### config.mk
export PLATFORM = sky130hd
export DESIGN_NAME = rx_enable_ctrl
export DESIGN_NICKNAME = d
export VERILOG_FILES = /design/src/rxen_pkg.sv /design/src/mask_upd_if.sv /design/src/mask_merge.sv /design/src/tx_starve.sv /design/src/rx_enable_ctrl.sv
export VERILOG_INCLUDE_DIRS = /design/src
export SDC_FILE = /design/constraint.sdc
export NUM_CORES = 1
export LEC_CHECK = 0
export BUFFER_PORTS_ARGS = -buffer_cell sky130_fd_sc_hd__buf_2
export CAP_MARGIN = 15
export CORE_ASPECT_RATIO = 1.5
export CORE_MARGIN = 1
export CORE_UTILIZATION = 33
export CTS_CLUSTER_SIZE = 14
export DETAILED_ROUTE_END_ITERATION = 8
export HOLD_SLACK_MARGIN = 0.15
export PLACE_DENSITY = 0.55
export SLEW_MARGIN = 25
export SYNTH_ARGS = -nofsm -noshare
export SYNTH_HDL_FRONTEND = slang
export SYNTH_HIERARCHICAL = 1
export SYNTH_SLANG_ARGS = --single-unit
export TNS_END_PERCENT = 20
### constraint.sdc
create_clock -name CLK_SYS -period 3.77 [get_ports CLK_SYS]
set_clock_uncertainty 0.05 [all_clocks]
set_input_delay 0 -clock CLK_SYS [delete_from_list [all_inputs] [get_ports CLK_SYS]]
set_output_delay 0 -clock CLK_SYS [all_outputs]
set_load 0.02 [all_outputs]
### src/rxen_map.svh
/*
  Offsets, field positions, reset values and fixed codes of the
  receiver-enable mask and exception flag register group.
  Assumes an 8-bit register space addressed by a 12-bit offset.
*/
`ifndef RXEN_MAP_SVH
`define RXEN_MAP_SVH

// ------------------------------------------------------------
// register offsets
// ------------------------------------------------------------
`define OFS_FRAME_CTRL    12'h00d
`define OFS_MASK_LO       12'h00e
`define OFS_MASK_HI       12'h00f
`define OFS_EXC_LO        12'h010

// ------------------------------------------------------------
// reset values
// ------------------------------------------------------------
`define FRAME_CTRL_RESET  3'h1
`define MASK_RESET        16'h0000
`define EXC_RESET         8'h00

// ------------------------------------------------------------
// receiver-enable mask bits touched by strobes
// ------------------------------------------------------------
`define MASK_BIT_RX_ON    15
`define MASK_BIT_TX_ON    14
`define MASK_BIT_STB13    13

// ------------------------------------------------------------
// exception flag positions, low byte
// ------------------------------------------------------------
`define EXC_RADIO_IDLE    0
`define EXC_FRAME_SENT    1
`define EXC_ACK_SENT      2
`define EXC_TX_UNDER      3
`define EXC_TX_OVER       4
`define EXC_RX_UNDER      5
`define EXC_RX_OVER       6
`define EXC_MASK_ZERO     7

// byte sent in place of a missing one while starvation is ignored
`define TX_FILL_BYTE      8'h00

`endif

### src/rxen_pkg.sv
/*
  Types of the receiver-enable mask block: register state and the
  transmit byte pump state.
  Assumes rxen_map.svh for the numeric constants.
*/
`default_nettype none

package rxen_pkg;

  typedef struct packed {
    logic pend_ovr;
    logic starve_ign;
    logic tx_sets;
  } frame_ctrl_t;

  typedef struct packed {
    frame_ctrl_t fc;
    logic [15:0] mask;
    logic [7:0]  flags;
    logic [7:0]  rdata;
    logic        ack_pend;
    logic        rx_auto_on;
  } top_state_t;

  typedef enum logic [0:0] {
    TX_IDLE = 1'b0,
    TX_SEND = 1'b1
  } tx_phase_t;

  typedef struct packed {
    tx_phase_t   phase;
    logic [6:0]  left;
    logic [7:0]  data;
    logic        valid;
    logic        pop;
    logic        starve;
    logic        abort;
    logic        done;
  } tx_state_t;

endpackage

`default_nettype wire

### src/mask_upd_if.sv
/*
  Update requests for the receiver-enable mask, carried from the
  register block to the merge logic and the merged result back.
  Assumes all signals are single-cycle, sampled on the system clock.
*/
`default_nettype none

interface mask_upd_if;
  logic        rf_off;
  logic        tx_on;
  logic        tx_sets;
  logic        rx_on;
  logic        m_or;
  logic        m_and;
  logic        b13_set;
  logic        b13_clr;
  logic [15:0] operand;
  logic [15:0] bus_we;
  logic [15:0] bus_val;
  logic [15:0] cur;
  logic [15:0] nxt;

  modport ctrl (output rf_off, tx_on, tx_sets, rx_on, m_or, m_and, b13_set, b13_clr,
                output operand, bus_we, bus_val, cur, input nxt);
  modport merge (input rf_off, tx_on, tx_sets, rx_on, m_or, m_and, b13_set, b13_clr,
                 input operand, bus_we, bus_val, cur, output nxt);
endinterface

`default_nettype wire

### src/mask_merge.sv
/*
  Combinational merge of all concurrent update requests to the
  receiver-enable mask.
  Assumes the caller registers the result and holds it while frozen.
*/
`default_nettype none
`include "rxen_map.svh"

module mask_merge (
  mask_upd_if.merge mu
);

  logic [15:0] m;

  // sources are applied lowest priority first, so a later one wins
  // only on the bits it actually touches
  always_comb
  begin
    m = mu.cur;
    if (mu.b13_clr)
      m[`MASK_BIT_STB13] = 1'b0;
    if (mu.b13_set)
      m[`MASK_BIT_STB13] = 1'b1;
    if (mu.m_and)
      m = m & mu.operand;
    if (mu.m_or)
      m = m | mu.operand;
    if (mu.rx_on)
      m[`MASK_BIT_RX_ON] = 1'b1;
    if (mu.tx_on && mu.tx_sets)
      m[`MASK_BIT_TX_ON] = 1'b1;
    if (mu.rf_off)
      m = 16'h0000;
    m = (m & ~mu.bus_we) | (mu.bus_val & mu.bus_we);
    mu.nxt = m;
  end

endmodule // mask_merge

`default_nettype wire

### src/tx_starve.sv
/*
  Transmit byte pump: counts out the frame length and handles an
  empty transmit buffer either by aborting or by sending fill bytes.
  Assumes the modulator asks for one byte per request pulse.
*/
`default_nettype none
`include "rxen_map.svh"

module tx_starve (
  input  wire logic       clk,
  input  wire logic       rst,
  input  wire logic       ce,
  input  wire logic       start,
  input  wire logic [6:0] len,
  input  wire logic       byte_req,
  input  wire logic       fifo_empty,
  input  wire logic [7:0] fifo_byte,
  input  wire logic       ignore,
  output var  logic [7:0] out_byte,
  output var  logic       out_valid,
  output var  logic       pop,
  output var  logic       starve,
  output var  logic       abort,
  output var  logic       done
);

  rxen_pkg::tx_state_t st_r, st_nxt;

  always_comb
  begin
    st_nxt = st_r;
    st_nxt.valid = 1'b0;
    st_nxt.pop = 1'b0;
    st_nxt.starve = 1'b0;
    st_nxt.abort = 1'b0;
    st_nxt.done = 1'b0;
    unique case (st_r.phase)
      rxen_pkg::TX_IDLE:
      begin
        if (start && len == 7'h00)
          st_nxt.done = 1'b1;
        else if (start)
        begin
          st_nxt.phase = rxen_pkg::TX_SEND;
          st_nxt.left = len;
        end
      end
      rxen_pkg::TX_SEND:
      begin
        if (byte_req && fifo_empty)
        begin
          st_nxt.starve = 1'b1;
          if (!ignore)
          begin
            st_nxt.abort = 1'b1;
            st_nxt.phase = rxen_pkg::TX_IDLE;
          end
          else
          begin
            st_nxt.valid = 1'b1;
            st_nxt.data = `TX_FILL_BYTE;
          end
        end
        else if (byte_req)
        begin
          st_nxt.valid = 1'b1;
          st_nxt.pop = 1'b1;
          st_nxt.data = fifo_byte;
        end
        // the length count ends the frame unless a starvation abort has ended it first
        if (st_nxt.valid)
        begin
          st_nxt.left = st_r.left - 7'h01;
          if (st_r.left == 7'h01)
          begin
            st_nxt.done = 1'b1;
            st_nxt.phase = rxen_pkg::TX_IDLE;
          end
        end
      end
    endcase
    if (!ce)
      st_nxt = st_r;
  end

  always_ff @(posedge clk or posedge rst)
  begin
    if (rst)
      st_r <= '0;
    else
      st_r <= st_nxt;
  end

  assign out_byte = st_r.data;
  assign out_valid = st_r.valid;
  assign pop = st_r.pop;
  assign starve = st_r.starve;
  assign abort = st_r.abort;
  assign done = st_r.done;
endmodule // tx_starve

`default_nettype wire

### src/rx_enable_ctrl.sv
/*
  Frame-handling control byte, 16-bit receiver-enable mask and low
  exception flag byte of the radio transceiver, with the transmit
  starvation handling that the control byte steers.
  Assumes the serial command decoder presents register accesses,
  bit instructions, strobes and mask instructions as one-cycle
  pulses synchronous to CLK_SYS.
*/
`default_nettype none
`include "rxen_map.svh"

module rx_enable_ctrl (
  input  wire logic        CLK_SYS,
  input  wire logic        RST,
  input  wire logic        CE,
  input  wire logic        REG_WR,
  input  wire logic        REG_RD,
  input  wire logic [11:0] REG_ADDR,
  input  wire logic [7:0]  REG_WDATA,
  input  wire logic        BIT_SET,
  input  wire logic        BIT_CLR,
  input  wire logic [11:0] BIT_ADDR,
  input  wire logic [2:0]  BIT_IDX,
  input  wire logic        TX_ON_STB,
  input  wire logic        RX_ON_STB,
  input  wire logic        RF_OFF_STB,
  input  wire logic        MASK_AND_INS,
  input  wire logic        MASK_OR_INS,
  input  wire logic [15:0] MASK_OPERAND,
  input  wire logic        BIT13_SET_STB,
  input  wire logic        BIT13_CLR_STB,
  input  wire logic        EV_RADIO_IDLE,
  input  wire logic        EV_FRAME_SENT,
  input  wire logic        EV_ACK_SENT,
  input  wire logic        EV_TX_OVERFLOW,
  input  wire logic        EV_RX_UNDERFLOW,
  input  wire logic        EV_RX_OVERFLOW,
  input  wire logic        ACK_PEND_FSM,
  input  wire logic        TX_START,
  input  wire logic [6:0]  TX_LEN,
  input  wire logic        TX_BYTE_REQ,
  input  wire logic        TX_FIFO_EMPTY,
  input  wire logic [7:0]  TX_FIFO_DATA,
  output var  logic [7:0]  REG_RDATA,
  output var  logic [15:0] MASK,
  output var  logic [7:0]  EXC_FLAGS,
  output var  logic        RX_AUTO_ON,
  output var  logic        ACK_PEND,
  output var  logic [7:0]  TX_BYTE,
  output var  logic        TX_BYTE_VALID,
  output var  logic        TX_POP,
  output var  logic        TX_ABORT,
  output var  logic        TX_DONE
);

  // ------------------------------------------------------------
  // byte access decode
  // ------------------------------------------------------------
  // returns {write enables, write values} for one register byte;
  // a register write to the same byte wins over a bit instruction
  function automatic logic [15:0] byte_access(
    input logic [11:0] ofs,
    input logic        wr,
    input logic [11:0] wa,
    input logic [7:0]  wd,
    input logic        bs,
    input logic        bc,
    input logic [11:0] ba,
    input logic [2:0]  bi
  );
    logic [7:0] one;
    one = 8'h01 << bi;
    if (wr && wa == ofs)
      return {8'hff, wd};
    if ((bs || bc) && ba == ofs)
      return {one, bs ? one : 8'h00};
    return 16'h0000;
  endfunction

  function automatic logic [7:0] apply_byte(
    input logic [7:0]  old,
    input logic [15:0] acc
  );
    return (old & ~acc[15:8]) | (acc[7:0] & acc[15:8]);
  endfunction

  rxen_pkg::top_state_t st_r, st_nxt;

  logic [15:0] fc_acc;
  logic [15:0] lo_acc;
  logic [15:0] hi_acc;
  logic        starve_ev;
  logic [7:0]  fc_byte;
  logic [7:0]  keep;
  logic [7:0]  evt;

  assign fc_acc = byte_access(`OFS_FRAME_CTRL, REG_WR, REG_ADDR, REG_WDATA, BIT_SET, BIT_CLR, BIT_ADDR, BIT_IDX);
  assign lo_acc = byte_access(`OFS_MASK_LO, REG_WR, REG_ADDR, REG_WDATA, BIT_SET, BIT_CLR, BIT_ADDR, BIT_IDX);
  assign hi_acc = byte_access(`OFS_MASK_HI, REG_WR, REG_ADDR, REG_WDATA, BIT_SET, BIT_CLR, BIT_ADDR, BIT_IDX);

  // ------------------------------------------------------------
  // mask merge
  // ------------------------------------------------------------
  mask_upd_if mu ();

  assign mu.rf_off = RF_OFF_STB;
  assign mu.tx_on = TX_ON_STB;
  assign mu.tx_sets = st_r.fc.tx_sets;
  assign mu.rx_on = RX_ON_STB;
  assign mu.m_or = MASK_OR_INS;
  assign mu.m_and = MASK_AND_INS;
  assign mu.b13_set = BIT13_SET_STB;
  assign mu.b13_clr = BIT13_CLR_STB;
  assign mu.operand = MASK_OPERAND;
  assign mu.bus_we = {hi_acc[15:8], lo_acc[15:8]};
  assign mu.bus_val = {hi_acc[7:0], lo_acc[7:0]};
  assign mu.cur = st_r.mask;

  mask_merge u_merge (
    .mu (mu)
  );

  // ------------------------------------------------------------
  // transmit byte pump
  // ------------------------------------------------------------
  tx_starve u_tx (
    .clk        (CLK_SYS),
    .rst        (RST),
    .ce         (CE),
    .start      (TX_START),
    .len        (TX_LEN),
    .byte_req   (TX_BYTE_REQ),
    .fifo_empty (TX_FIFO_EMPTY),
    .fifo_byte  (TX_FIFO_DATA),
    .ignore     (st_r.fc.starve_ign),
    .out_byte   (TX_BYTE),
    .out_valid  (TX_BYTE_VALID),
    .pop        (TX_POP),
    .starve     (starve_ev),
    .abort      (TX_ABORT),
    .done       (TX_DONE)
  );

  // ------------------------------------------------------------
  // register state
  // ------------------------------------------------------------
  always_comb
  begin
    st_nxt = st_r;
    fc_byte = apply_byte({5'h00, st_r.fc}, fc_acc);
    st_nxt.fc = fc_byte[2:0];
    st_nxt.mask = mu.nxt;
    evt = {(st_r.mask != 16'h0000) && (mu.nxt == 16'h0000),
           EV_RX_OVERFLOW, EV_RX_UNDERFLOW, EV_TX_OVERFLOW,
           starve_ev, EV_ACK_SENT, EV_FRAME_SENT, EV_RADIO_IDLE};
    keep = st_r.flags;
    // writing a one leaves a flag alone; only zeros clear
    if (REG_WR && REG_ADDR == `OFS_EXC_LO)
      keep = keep & REG_WDATA;
    else if (BIT_CLR && BIT_ADDR == `OFS_EXC_LO)
      keep[BIT_IDX] = 1'b0;
    // a new event in the clearing cycle survives
    st_nxt.flags = keep | evt;
    if (REG_RD)
    begin
      case (REG_ADDR)
        `OFS_FRAME_CTRL: st_nxt.rdata = {5'h00, st_r.fc};
        `OFS_MASK_LO:    st_nxt.rdata = st_r.mask[7:0];
        `OFS_MASK_HI:    st_nxt.rdata = st_r.mask[15:8];
        `OFS_EXC_LO:     st_nxt.rdata = st_r.flags;
        default:         st_nxt.rdata = 8'h00;
      endcase
    end
    st_nxt.ack_pend = st_r.fc.pend_ovr | ACK_PEND_FSM;
    st_nxt.rx_auto_on = (mu.nxt != 16'h0000);
    // clock enable low freezes everything, events included
    if (!CE)
      st_nxt = st_r;
  end

  always_ff @(posedge CLK_SYS or posedge RST)
  begin
    if (RST)
    begin
      st_r <= '0;
      st_r.fc <= `FRAME_CTRL_RESET;
      st_r.mask <= `MASK_RESET;
      st_r.flags <= `EXC_RESET;
    end
    else
      st_r <= st_nxt;
  end

  assign REG_RDATA = st_r.rdata;
  assign MASK = st_r.mask;
  assign EXC_FLAGS = st_r.flags;
  assign RX_AUTO_ON = st_r.rx_auto_on;
  assign ACK_PEND = st_r.ack_pend;

  logic bus_touch;
  logic upper_src;
  assign bus_touch = (mu.bus_we != 16'h0000);
  assign upper_src = RF_OFF_STB | TX_ON_STB | RX_ON_STB | bus_touch;

  // the AND instruction works on the mask after both bit-13 strobes,
  // so its expected result starts from that value, not from MASK
  logic [15:0] and_in;
  always_comb
  begin
    and_in = st_r.mask;
    if (BIT13_CLR_STB)
      and_in[`MASK_BIT_STB13] = 1'b0;
    if (BIT13_SET_STB)
      and_in[`MASK_BIT_STB13] = 1'b1;
  end

  // event pins and flag positions gathered apart from evt,
  // so a swapped bit in the flag byte shows up
  logic [5:0] ev_in;
  logic [5:0] ev_seen;
  assign ev_in = {EV_RX_OVERFLOW, EV_RX_UNDERFLOW, EV_TX_OVERFLOW, EV_ACK_SENT, EV_FRAME_SENT, EV_RADIO_IDLE};
  assign ev_seen = {EXC_FLAGS[`EXC_RX_OVER], EXC_FLAGS[`EXC_RX_UNDER], EXC_FLAGS[`EXC_TX_OVER],
                    EXC_FLAGS[`EXC_ACK_SENT], EXC_FLAGS[`EXC_FRAME_SENT], EXC_FLAGS[`EXC_RADIO_IDLE]};
endmodule // rx_enable_ctrl

`default_nettype wire

* Word-level counts from Yosys, hierarchy flattened *
Index checks and enable logic that the tools add are counted.

cells by class
  $add $sub $neg = 1
  $mul = 0
  div/mod/pow operators = 0
  order comparisons = 2
  equality and inequality tests = 14
  shift operators = 1
  muxes and demuxes = 53
  bitwise gates (word level) = 16
  reduce and logical (&&, ||, !) cells = 21

operators with widths
  operator                                               number
  2-to-1 mux 16 bit                                      11
  equality test 12 x 4 -> 1 bit (second input constant)  6
  AND 16 bit                                             3
  2-to-1 mux 8 bit                                       6
  2-to-1 mux 11 bit                                      4
  bitwise OR 16 bit                                      2
  case mux 8 bit (4 select lines)                        1
  nonzero test 16 bit                                    2
  2-to-1 mux 9 bit                                       3
  equality test 12 x 5 -> 1 bit (second input constant)  2
  2-to-1 mux 1 bit                                       22
  AND 8 bit                                              2
  zero test 16 bit                                       1
  NOT 16 bit                                             1
  case mux 8 bit (2 select lines)                        1
  logical AND 1 bit                                      13
  2-to-1 mux 10 bit                                      1
  NOT 8 bit                                              1
  bitwise OR 8 bit                                       1
  AND reduction 4 bit                                    2
  left shift 1 x 3 -> 8 bit (first input constant)       1
  equality test 7 x 1 -> 1 bit (second input constant)   1
  zero test 7 bit                                        1
  subtractor 7 x 1 -> 7 bit (second input constant)      1
  other kinds (15)                                       19

word-level totals
  register bits = 58
  latch bits = 0
  bits in writable memories = 0
  bits in read-only memories = 0
  input bits = 90
  output and inout port bits = 46
  word-level logic and storage cells = 124
  memories = 0

* Longest topological paths before layout *
Gate-level depths: netlist (run 1).

  word-level depth = 13
  gate-level depth with buffers = 12
  mapped depth without buffers = 10

* By module *
The synthesis (run 1) kept the hierarchy.

by module, submodules not included
  module          times used  cells each  area an instance (um^2)  sequential area each (um^2)
  rx_enable_ctrl  1           308         2,728.9                  927.1
  tx_starve       1           121         1,136.1                  525.5
  mask_merge      1           73          605.6                    0.0

* Worst setup path before layout (run 1) *
No wires, ideal clock.

  kind = in2reg
  start point = input BIT_ADDR[9]
  end point = register st_r (netlist bit EXC_FLAGS[7])
  library setup time = 76 ps
  arrival = 2,455 ps
  data required time = 3,644 ps
  slack = 1,189 ps
  stages on the path = 10
  path buffers = 0
  cells stage by stage = or4_4 nor4_2 nand2_1 o21ai_0 mux2i_1 a21oi_1 nor4_1 nand4_1 or3_1 o21ai_1

between the ends
  word-level cells in the longest chain between the ends = 12
  elaborated cells on any way between the ends = 25
  classes of those cells = eq/ne (3); mux (12); bitwise (5); reduce/logical (5)

RTL lines
  element                          RTL line               text
  start, declared                  rx_enable_ctrl.sv:22   input wire logic [11:0] BIT_ADDR,
  equality test 12 x 4 -> 1 bit *  rx_enable_ctrl.sv:75   if ((bs || bc) && ba == ofs)
  logical AND 1 bit *              rx_enable_ctrl.sv:75
  2-to-1 mux 1 bit (2 in a row)    rx_enable_ctrl.sv:75
  2-to-1 mux 16 bit *              rx_enable_ctrl.sv:77   return 16'h0000;
  2-to-1 mux 16 bit *              rx_enable_ctrl.sv:75
  net hi_acc[15]                   rx_enable_ctrl.sv:91   logic [15:0] hi_acc;
  NOT 16 bit                       mask_merge.sv:34       m = (m & ~mu.bus_we) | (mu.bus_val & mu.bus_we);
  AND 16 bit                       mask_merge.sv:34
  bitwise OR 16 bit *              mask_merge.sv:34
  net mu.nxt[15]                   mask_upd_if.sv:21      logic [15:0] nxt;
  zero test 16 bit *               rx_enable_ctrl.sv:153  evt = {(st_r.mask != 16'h0000) && (mu.nxt == 16'h0000),
  logical AND 1 bit *              rx_enable_ctrl.sv:153
  bitwise OR 8 bit *               rx_enable_ctrl.sv:163  st_nxt.flags = keep | evt;
  end signal, assigned             rx_enable_ctrl.sv:191  st_r <= st_nxt;
  end, declared                    rx_enable_ctrl.sv:87   rxen_pkg::top_state_t st_r, st_nxt;

Mark *: on every way through the listed nets, which the timed path passes. The rest lies on a longest branch. The select of a mux whose other input is x is not followed.
A chain may end at the register's enable or synchronous reset.

* Worst setup path in the final report (run 1) *
  start point = input REG_ADDR[9]
  end point = register st_r (netlist bit EXC_FLAGS[7])

between the ends
  word-level cells in the longest chain between the ends = 10
  elaborated cells on any way between the ends = 18
  classes of those cells = eq/ne (3); mux (5); bitwise (5); reduce/logical (5)

RTL lines
  element                          RTL line               text
  start, declared                  rx_enable_ctrl.sv:18   input wire logic [11:0] REG_ADDR,
  equality test 12 x 4 -> 1 bit *  rx_enable_ctrl.sv:73   if (wr && wa == ofs)
  logical AND 1 bit *              rx_enable_ctrl.sv:73
  2-to-1 mux 1 bit *               rx_enable_ctrl.sv:73
  2-to-1 mux 16 bit *              rx_enable_ctrl.sv:75
  net hi_acc[15]                   rx_enable_ctrl.sv:91
  NOT 16 bit                       mask_merge.sv:34
  AND 16 bit                       mask_merge.sv:34
  bitwise OR 16 bit *              mask_merge.sv:34
  net mu.nxt[15]                   mask_upd_if.sv:21
  zero test 16 bit *               rx_enable_ctrl.sv:153
  logical AND 1 bit *              rx_enable_ctrl.sv:153
  bitwise OR 8 bit *               rx_enable_ctrl.sv:163

Mark *: on every way through the listed nets, which the timed path passes. The rest lies on a longest branch.

==> results of run 1 <==
final cells by class:
class | instances | area (um^2) | share of cell area, %
multi-input combinational | 363 | 2529 | 43.55
tap | 159 | 198.9 | 3.426
clock inverter | 5 | 77.57 | 1.336
sequential | 58 | 1453 | 25.02
clock buffer | 11 | 242.7 | 4.180
inverter | 14 | 52.55 | 0.9050
timing repair buffer | 194 | 1254 | 21.59
per-layer routing:
| metal | vias up | GRT usage [%] | wire length (um) |
|---|---|---|---|
| li1 | 2108 | - | - |
| met1 | 2175 | 22.83 | 5892 |
| met2 | 161 | 42.03 | 8251 |
| met3 | 35 | 3.335 | 612 |
| met4 | 0 | 11.39 | 673 |
| met5 | - | 0 | 0 |
critical path, delay by kind of cell:
family | cells | cell delay (ps)
buffers and inverters | 1 | 90
AOI/OAI and AO/OA | 3 | 410
and+or+nand+nor | 6 | 2460
muxes | 1 | 230
kinds of logic after synthesis:
logic type / after synthesis
and+or+nand+nor: 204
AOI/OAI and AO/OA: 127
buffers and inverters: 81
DFF: 58
muxes: 30
adders and majority gates: 2
power by group:
part	switching, mW	internal, mW
Combinational	0.333	0.251
Sequential	0.0821	0.703
Clock	0.295	0.594
worst max-delay path by stage:
stage | start | end | slack, ps | depth (start not counted)
after global routing | REG_ADDR[9] | EXC_FLAGS[7] | 690 | 11
final | REG_ADDR[9] | EXC_FLAGS[7] | 800 | 11
after floorplan | BIT_ADDR[9] | EXC_FLAGS[7] | 1190 | 10
after detailed placement | REG_ADDR[9] | EXC_FLAGS[7] | 490 | 11
after global placement | REG_ADDR[9] | EXC_FLAGS[7] | 600 | 11
after CTS | REG_ADDR[9] | EXC_FLAGS[7] | 840 | 11
layout by cell type (no fill, tap or decap), types with 3 or more instances in the layout:
| cell type | count |
|---|---|
| nand3_1 | 18 |
| clkbuf_16 | 9 |
| a2bb2oi_1 | 4 |
| buf_2 | 135 |
| a22oi_1 | 9 |
| a32o_1 | 8 |
| buf_4 | 5 |
| nand2b_1 | 3 |
| o21ai_0 | 29 |
| a21oi_1 | 17 |
| or4_1 | 7 |
| dlygate4sd3_1 | 54 |
| nand3b_1 | 6 |
| nand2_1 | 73 |
| nor4_2 | 6 |
| nor2b_1 | 8 |
| mux2_2 | 20 |
| o31ai_1 | 18 |
| or4_4 | 3 |
| nor3_1 | 16 |
| nor2b_4 | 9 |
| o41ai_1 | 4 |
| mux2i_1 | 9 |
| o21ai_1 | 9 |
| inv_1 | 14 |
| dfrtp_1 | 57 |
| a221oi_1 | 6 |
| nor4_1 | 11 |
| or3_1 | 6 |
| o41ai_2 | 10 |
| nor2_1 | 18 |
stage by stage:
stage	setup WS (ps)	util (%)
after floorplan	1189	-
after global placement	596.4	37.81
after detailed placement	493.5	37.81
after CTS	842.3	44.39
after global routing	690.9	44.39
final	795.6	44.39
flip-flops by register name (all words and copies together), names as in the netlist, 8 cells and up, named ones only:
register       count
u_tx/st_r          8
REG_RDATA          8
MASK              16
u_tx/out_byte      8
EXC_FLAGS          8
cell usage after synthesis, drive strengths merged (10+ instances only):
cell type / n / area share [%]
nand2: 74 / 6.4
dfrtp: 57 / 32
buf: 52 / 8.5
o21ai: 38 / 4.3
mux2: 21 / 5.4
nand3: 19 / 2.2
nor2b: 19 / 4.3
nor4: 19 / 4.2
nor2: 18 / 1.5
o31ai: 18 / 3.0
a21oi: 17 / 1.9
nor3: 16 / 1.8
clkbuf: 15 / 1.3
inv: 14 / 1.2
o41ai: 14 / 4.4
or4: 10 / 1.9
==> reports/metrics.cfg, run 1 <==
[floorplan]
die_w_um=97.04
core_area_um2=13080
die_area_um2=14030
rows=51
top_level_ports=136
die_h_um=144.6
start_util_pct=34.18

[synth]
yosys_warnings=6
syn_nets=594
ys.flop_type=dfrtp_1
syn_inst=502
synth_edf_count=0
synthArstFlopShare_pct=100.0
synthAdderAreaFrac_pct=0.5598
syn_avg_cell_area_um2=8.905
synth_mux_area_share_pct=7.389
yosysUniqueCellTypes=61
synth_top_family_by_area=simple AND/OR/NAND/NOR gates
ys_seq_elements=58
synth-compound-area-share_pct=21.47
yosys.area_share.simple_pct=27.15
yosysSeqAreaShare_pct=32.49
synth-xor-area-share_pct=0
netlist_area_um2=4471

[timing]
min_period_ps=2974
slew_viol_final=0
tightest_slew_ps=837.9
setup_tns_ps=0
slew_headroom_pct=44.08
fin_hold_ws_ps=163.6
hold_viol=0
fmax_ghz=0.3362
grt_setup_unrepaired=no
timing.final.crit_share_pct=78.90
finalSetupViolCount=0

[layout]
fin_cells=804
fin_area_um2=5807
diodes=0
fill_cells=1293
area_delta_synth_final_pct=29.89
nets=732
post_route_cells_drive_above_1_share_pct=33.64

[clocking]
cts_hold_buf=54
cts_buffers=9
clkTransAtPathRegs_ps=60
clockRootBuffer=clkbuf_16
clock_latency_ps=330
clk_path_buf_depth=2
cts_resized=0
numClockSinks=58
cts_tree=done
post_cts.repair.setup_buffers=0
h-tree-depth=3

[pwr]
power_mw=2.258
power_density_nw_per_um2=388.9
power_leakage_nw=2.555
ir_worst_vdd_mv=0.1902

[worst_setup_path]
r2r-end=EXC_FLAGS[7]
cpMaxStageDelayCell=or4_1
start_kind=input pin
r2r_cells=7
path_class=input pin to flop
path_cells=buf_2 -> or4_1 -> nor3_1 -> nand4_1 -> o21ai_0 -> mux2i_1 -> a21oi_1 -> nor4_1 -> nand4_1 -> or3_1 -> o21ai_1
timing.rr.start=MASK[15]
reg2reg_slack_ps=1590
end_kind=flop
slowest_delay_ps=810
arrival_ps=3180
path_max_fanout=12
crit_top_cell=nand4_1
crit_required_ps=3980

[global_routing]
grt_usage_pct=21.86
grt_pass1_vias=4522
overflow=0
antenna_found_initial=0
grt_max_degree=38
grt_pass1_wl_um=23800

[route]
route.detailed.wl_per_inst_um=19.19
routed_via_density=5.571
drtIter0Drc=257
route.detailed.drc=0
routed_wl_um=15430
antenna_left=0
drt_pass1_iterations=5
vias=4479

[run_status]
outcome=finished clean

[placement]
io_buffers=135
place_inst=734
placed_area_um2=4946
gp_congestion=0.9504
hpwlAfterDp_um=11680

[job]
cap_violations=0

[worst_hold_path]
hold_path.class=input pin to flop
hp-start=MASK_OPERAND[15]
hold_path_end=MASK[15]
holdPathStages=4

Power figures use the tool's default switching activity.
==> run 2: changes to the inputs <==
ABC_AREA = 1   (was default)
clock period = 3.1 ns   (was 3.77 ns; I/O delays follow)
==> run 2 against run 1 <==
  * Clock power grew 19%
  * Critical path depth grew 7
  * Design area grew 9.1%
  * Synthesized area grew 5.6%
  * Power grew 21%
  * Sequential share of layout area shrank 2.1 points
  * Non-clock buffer count grew 27
  * Via count grew 17%
  * Register-to-register slack lost 1100 ps
  * Largest power group unchanged
  * Highest routed layer unchanged
==> reports/metrics.cfg, run 2 <==
[clocking]
cts_tree=done
cts_buffers=9
numClockSinks=58
clockRootBuffer=clkbuf_16
cts_resized=0
h-tree-depth=3
clkTransAtPathRegs_ps=50
clock_latency_ps=320
clk_path_buf_depth=2

[pwr]
power_leakage_nw=3.164
pwr-share-clk_pct=38.9
swShare_pct=31.46
ir_worst_vdd_mv=0.3072
power_density_nw_per_um2=431.9
comb_power_share_pct=26.8
p_switching_mw=0.8612
intPower_mw=1.876
p_seq_share_pct=34.3

[job]
cap_violations=0

[synth]
synth_common_cells=nand2_1 (221), nand3_1 (82), inv_1 (61)
synthArstFlopShare_pct=100.0
yosysSeqAreaShare_pct=30.76
syn_avg_cell_area_um2=6.613
yosysUniqueCellTypes=43
yosysMostFrequentCell=nand2_1
ys_seq_elements=58
synth_area_leader_cell=dfrtp_1
syn_inst=714
synth_top_area_share_pct=30.21
syn_nets=806
ys.flop_type=dfrtp_1
synth_edf_count=0
yosys_warnings=6
netlist_area_um2=4722
synthTopCellsByArea=dfrtp_1 (30%), nand2_1 (18%), nand3_1 (8.7%)

[layout]
layout_commonest_cell=nand2_1
nets=976
area_delta_synth_final_pct=34.21
largest_reg_flops=16
final_cell_mix=nand2_1 (221), buf_2 (135), nand3_1 (82), dlygate4sd3_1 (78), inv_1 (61)
post_route_cells_drive_above_1_share_pct=22.41
fin_cells=1080
fin_area_um2=6337
diodes=0

[timing]
tightest_slew_ps=833.2
timing.final.crit_share_pct=85.52
min_period_ps=2651
hold_viol=0
finalSetupViolCount=0
setup_tns_ps=0
timing.final.ws_setup_ps=448.9
slew_viol_final=0
grt_setup_unrepaired=no
slew_headroom_pct=44.39
fin_hold_ws_ps=149.5
fmax_ghz=0.3772

[route]
routed_via_density=4.841
route.detailed.wl_per_inst_um=15.18
antenna_left=0
vias=5228
route.detailed.drc=0
drtIter0Drc=297
routed_wl_um=16390
drt_pass1_iterations=5

[global_routing]
overflow=0
grt_pass1_vias=5091
grt_max_degree=38
antenna_found_initial=0
grt_usage_pct=22.60
grt_pass1_wl_um=25840

[placement]
placed_area_um2=5213
gp_congestion=0.9037
io_buffers=135
place_inst=984
hpwlAfterDp_um=12260
pre_cts_ws_ps=795.0

[worst_setup_path]
reg2reg_slack_ps=460
end_kind=flop
path_class=input pin to flop
arrival_ps=2860
start_kind=input pin
path_max_fanout=12
crit_required_ps=3310
r2r_cells=12

[floorplan]
core_area_um2=13990
rows=53
die_w_um=99.67
top_level_ports=136
die_area_um2=14800
start_util_pct=33.75
die_h_um=148.5

[worst_hold_path]
hold_path.class=input pin to flop
holdPathStages=7

[run_status]
outcome=finished clean

[run 2: logic make-up after synthesis]
family	share of synthesized area, %
AND/OR/NAND/NOR	41.18
buffers and inverters	15.47
AO/OA/AOI/OAI	11.87
flip-flops	30.76
adder cells (fa/ha/maj)	0.5299
XOR/XNOR	0.1855
[run 2: power groups by stage]
| stage | Sequential, mW | Combinational (mW) | Clock, mW |
|---|---|---|---|
| 2_1_floorplan | 0.917 | 0.479 | 0 |
| 5_1_grt | 0.951 | 0.822 | 1.12 |
| 3_3_place_gp | 0.953 | 0.626 | 0 |
| 6_report | 0.939 | 0.734 | 1.06 |
| 4_1_cts | 0.940 | 0.728 | 1.09 |
| 3_5_place_dp | 0.950 | 0.627 | 0 |
[run 2: worst paths after layout]
check | startpoint | to
worst max-delay path | REG_ADDR[1] | EXC_FLAGS[7]
worst min-delay path | MASK_OPERAND[15] | MASK[15]
worst max register to register | MASK[13] | EXC_FLAGS[7]
worst min register to register | u_tx/out_byte[2] | u_tx/out_byte[2]
max in group asynchronous | RST | u_tx/st_r[13]
min in group asynchronous | RST | REG_RDATA[6]
[run 2: worst max-delay path: stages]
cell	delay, ps
dlygate4sd3_1	530
buf_2	150
inv_2	70
nor3_4	260
nand3_4	190
o21ai_0	160
inv_1	60
nand2_1	60
nor2_1	40
nand2_1	60
dlygate4sd3_1	540
nand2_1	80
nor2_1	100
nand2_1	60
nor2_1	120
nand3_1	110
o21a_1	200
nand2_1	60
[run 2: cell type report]
class                           instances  area [um^2]
Clock inverter                          4        76.32
Sequential cell                        58         1453
Fill cell                            1465         7655
Timing Repair Buffer                  221         1516
Tap cell                              192        240.2
Multi-Input combinational cell        526         2549
Clock buffer                           11        242.7
Inverter                               68        260.3
[run 2: what timing repair did]
| item | CTS | global route |
|---|---|---|
| endpoints found under the hold margin | 112 | 0 |
| buffers inserted | 0 | 2 |
| hold buffers | 78 | 0 |
| endpoints found under the setup margin | 0 | 2 |
[run 2: per-stage QoR]
step                      power, mW  utilization (%)
after global placement        1.580            37.25
after global routing          2.892            45.29
after floorplan               1.396                -
final                         2.737            45.29
after detailed placement      1.578            37.25
after CTS                     2.753            45.11
[run 2: metal layers]
layer	track usage, %	part of all wire [%]	vias to the layer above
met5	0	0	-
met4	12.43	5.8	0
met3	3.759	4.8	51
met2	40.90	51	181
met1	24.77	39	2353
li1	-	-	2643
==> run 3: changes to the inputs <==
CORE_ASPECT_RATIO = default   (was 1.5)
CORE_UTILIZATION = 45   (was 33)
PLACE_DENSITY = 0.71   (was 0.55)
==> run 3 against run 2 <==
  * Non-clock buffer count is 2 higher
  * Via count is 5.8% higher
  * Power is 15% lower
  * Design area is 3.1% lower
  * Flip-flop and latch count stayed put
  * Largest cell class unchanged
  * Routed wire length is 2.8% lower
  * Clock power is 38% lower
  * Register-to-register slack better by 20 ps
  * Count of clock-buffer cells in the layout is 1 lower
  * Sequential power is 1% lower
  * Worst setup slack worse by 60 ps
==> reports/metrics.cfg, run 3 (synthesized netlist as in run 2, its figures left out) <==
[run_status]
outcome=finished clean

[worst_setup_path]
startpoint=REG_ADDR[0]
path_class=input pin to flop
cpMaxStageDelayCell=dlygate4sd3_1
crit_buf_inv=5
slowest_delay_ps=560
path_cells=dlygate4sd3_1 -> buf_2 -> inv_2 -> nor3_4 -> nand3_4 -> o21ai_0 -> inv_1 -> nand2_1 -> nor2_1 -> nand2_1 -> dlygate4sd3_1 -> nand2_1 -> nor2_1 -> nand2_1 -> nor2_1 -> nand3_1 -> o21a_1 -> nand2_1
cp_top_family=buffers and inverters
end_kind=flop
start_kind=input pin
path_max_fanout=24
crit_required_ps=3340
arrival_ps=2950
timing.rr.start=MASK[13]
crit_top_cell=nand2_1

[global_routing]
antenna_found_initial=0
grt_pass1_wl_um=25750
overflow=0
grtUsageMet1_pct=39.06
grt_max_degree=48
grt_pass1_vias=5269
grt_usage_pct=29.80
grt_use_met2_pct=50.43
top_usage_layer=met2
use_met3_pct=4.950

[clocking]
h-tree-depth=3
clockRootBuffer=clkbuf_8
numClockSinks=58
clock_latency_ps=350
cts_tree=done
cts_buffers=9
clk_path_buf_depth=2
clkTransAtPathRegs_ps=70

[floorplan]
die_area_um2=10910
die_w_um=104.4
rows=37
die_h_um=104.4
core_area_um2=10230
top_level_ports=136
start_util_pct=46.15

[layout]
largest_reg_flops=16
post_route_cells_drive_above_1_share_pct=22.25
diodes=0
final_cell_mix=nand2_1 (221), buf_2 (135), nand3_1 (82), dlygate4sd3_1 (82), inv_1 (61)
fill_cells=961
fin_util_pct=60.05
seq_area_um2=1453
layout_commonest_cell=nand2_1
multi_input_area_um2=2539
nets=977
area_delta_synth_final_pct=30.10

[placement]
io_buffers=135
hpwlAfterDp_um=11230
gp_congestion=0.9366

[worst_hold_path]
hold_path.class=input pin to flop
hp-start=BIT_IDX[2]

[pwr]
ir_worst_vdd_mv=0.2652
power_density_nw_per_um2=380.6
power_leakage_nw=3.105

[timing]
fmax_ghz=0.3688
slew_viol_final=0
min_period_ps=2711
tightest_slew_ps=825.1
fin_hold_ws_ps=159.4
timing.final.crit_share_pct=87.47
slew_headroom_pct=44.93
hold_viol=0
setup_tns_ps=0
grt_setup_unrepaired=no
finalSetupViolCount=0

[route]
route.detailed.wl_per_inst_um=15.53
antenna_left=0
route.detailed.drc=0
routed_wl_um=15940
drt_pass1_iterations=5
routed_via_density=5.391
vias=5531
drtIter0Drc=451

[job]
cap_violations=0

==> run 3: changes by cell type in the layout (fill, tap and decap cells not counted), sizes merged <==
| cell | previous run | this run |
|---|---|---|
| clkinv | 1 | 4 |
| nand3 | 88 | 87 |
| clkbuf | 11 | 10 |
| bufinv | 2 | 0 |
| dlygate4sd3 | 78 | 82 |
| clkinvlp | 1 | 2 |
| buf | 143 | 141 |
==> run 3: layer usage <==
metal,share of wire (%),wire length (um),vias up
met3,7.6,1204,34
li1,-,-,2637
met1,42,6732,2561
met5,0,0,-
met2,48,7654,299
met4,2.2,344,0
==> run 3: final cells by class <==
cell class,count,area share (%)
well taps,136,2.770
flip-flops and latches,58,23.65
multi-input cells,525,41.32
clock inverters,6,0.6925
inverters,68,4.236
clock buffers,10,2.240
repair buffers,223,25.09
==> run 3: timing repair <==
action | CTS | global route
hold buffers | 82 | 0
buffers inserted | 0 | 1
hold endpoints to repair | 112 | 0
resized for setup | 0 | 0
endpoints found under the setup margin | 0 | 1
==> run 3: path summary, 6_finish.rpt <==
path / end / cells after the start / slack (ps)
max: EXC_FLAGS[7] / 18 / 390
min in group asynchronous: MASK[2] / 4 / 300
max reg2reg: EXC_FLAGS[7] / 12 / 480
max in group asynchronous: u_tx/abort / 3 / 2140
min: EXC_FLAGS[3] / 7 / 160
min reg2reg: u_tx/starve / 2 / 430
==> run 3: where the power goes <==
group / total (mW) / switching, mW / internal [mW]
registers: 0.930 / 0.0949 / 0.835
logic: 0.753 / 0.423 / 0.329
clock network: 0.656 / 0.345 / 0.311
total: 2.34 / 0.863 / 1.48
==> run 3: per-stage QoR <==
step	instances	setup WS [ps]	area [um^2]	power, mW
after floorplan	714	1210	4722	1.396
after global placement	927	874.2	5135	1.541
after detailed placement	927	803.2	5135	1.558
after CTS	1025	185.0	6136	2.314
after global routing	1026	200.8	6143	2.455
final	1026	388.6	6143	2.338
==> run 3: worst min-delay path: stages <==
cell     delay, ps
buf_2           80
nor3_1          90
nand3_1        110
nand2_1         60
nand3_1         70
nand2_1         50
nand2_1         50
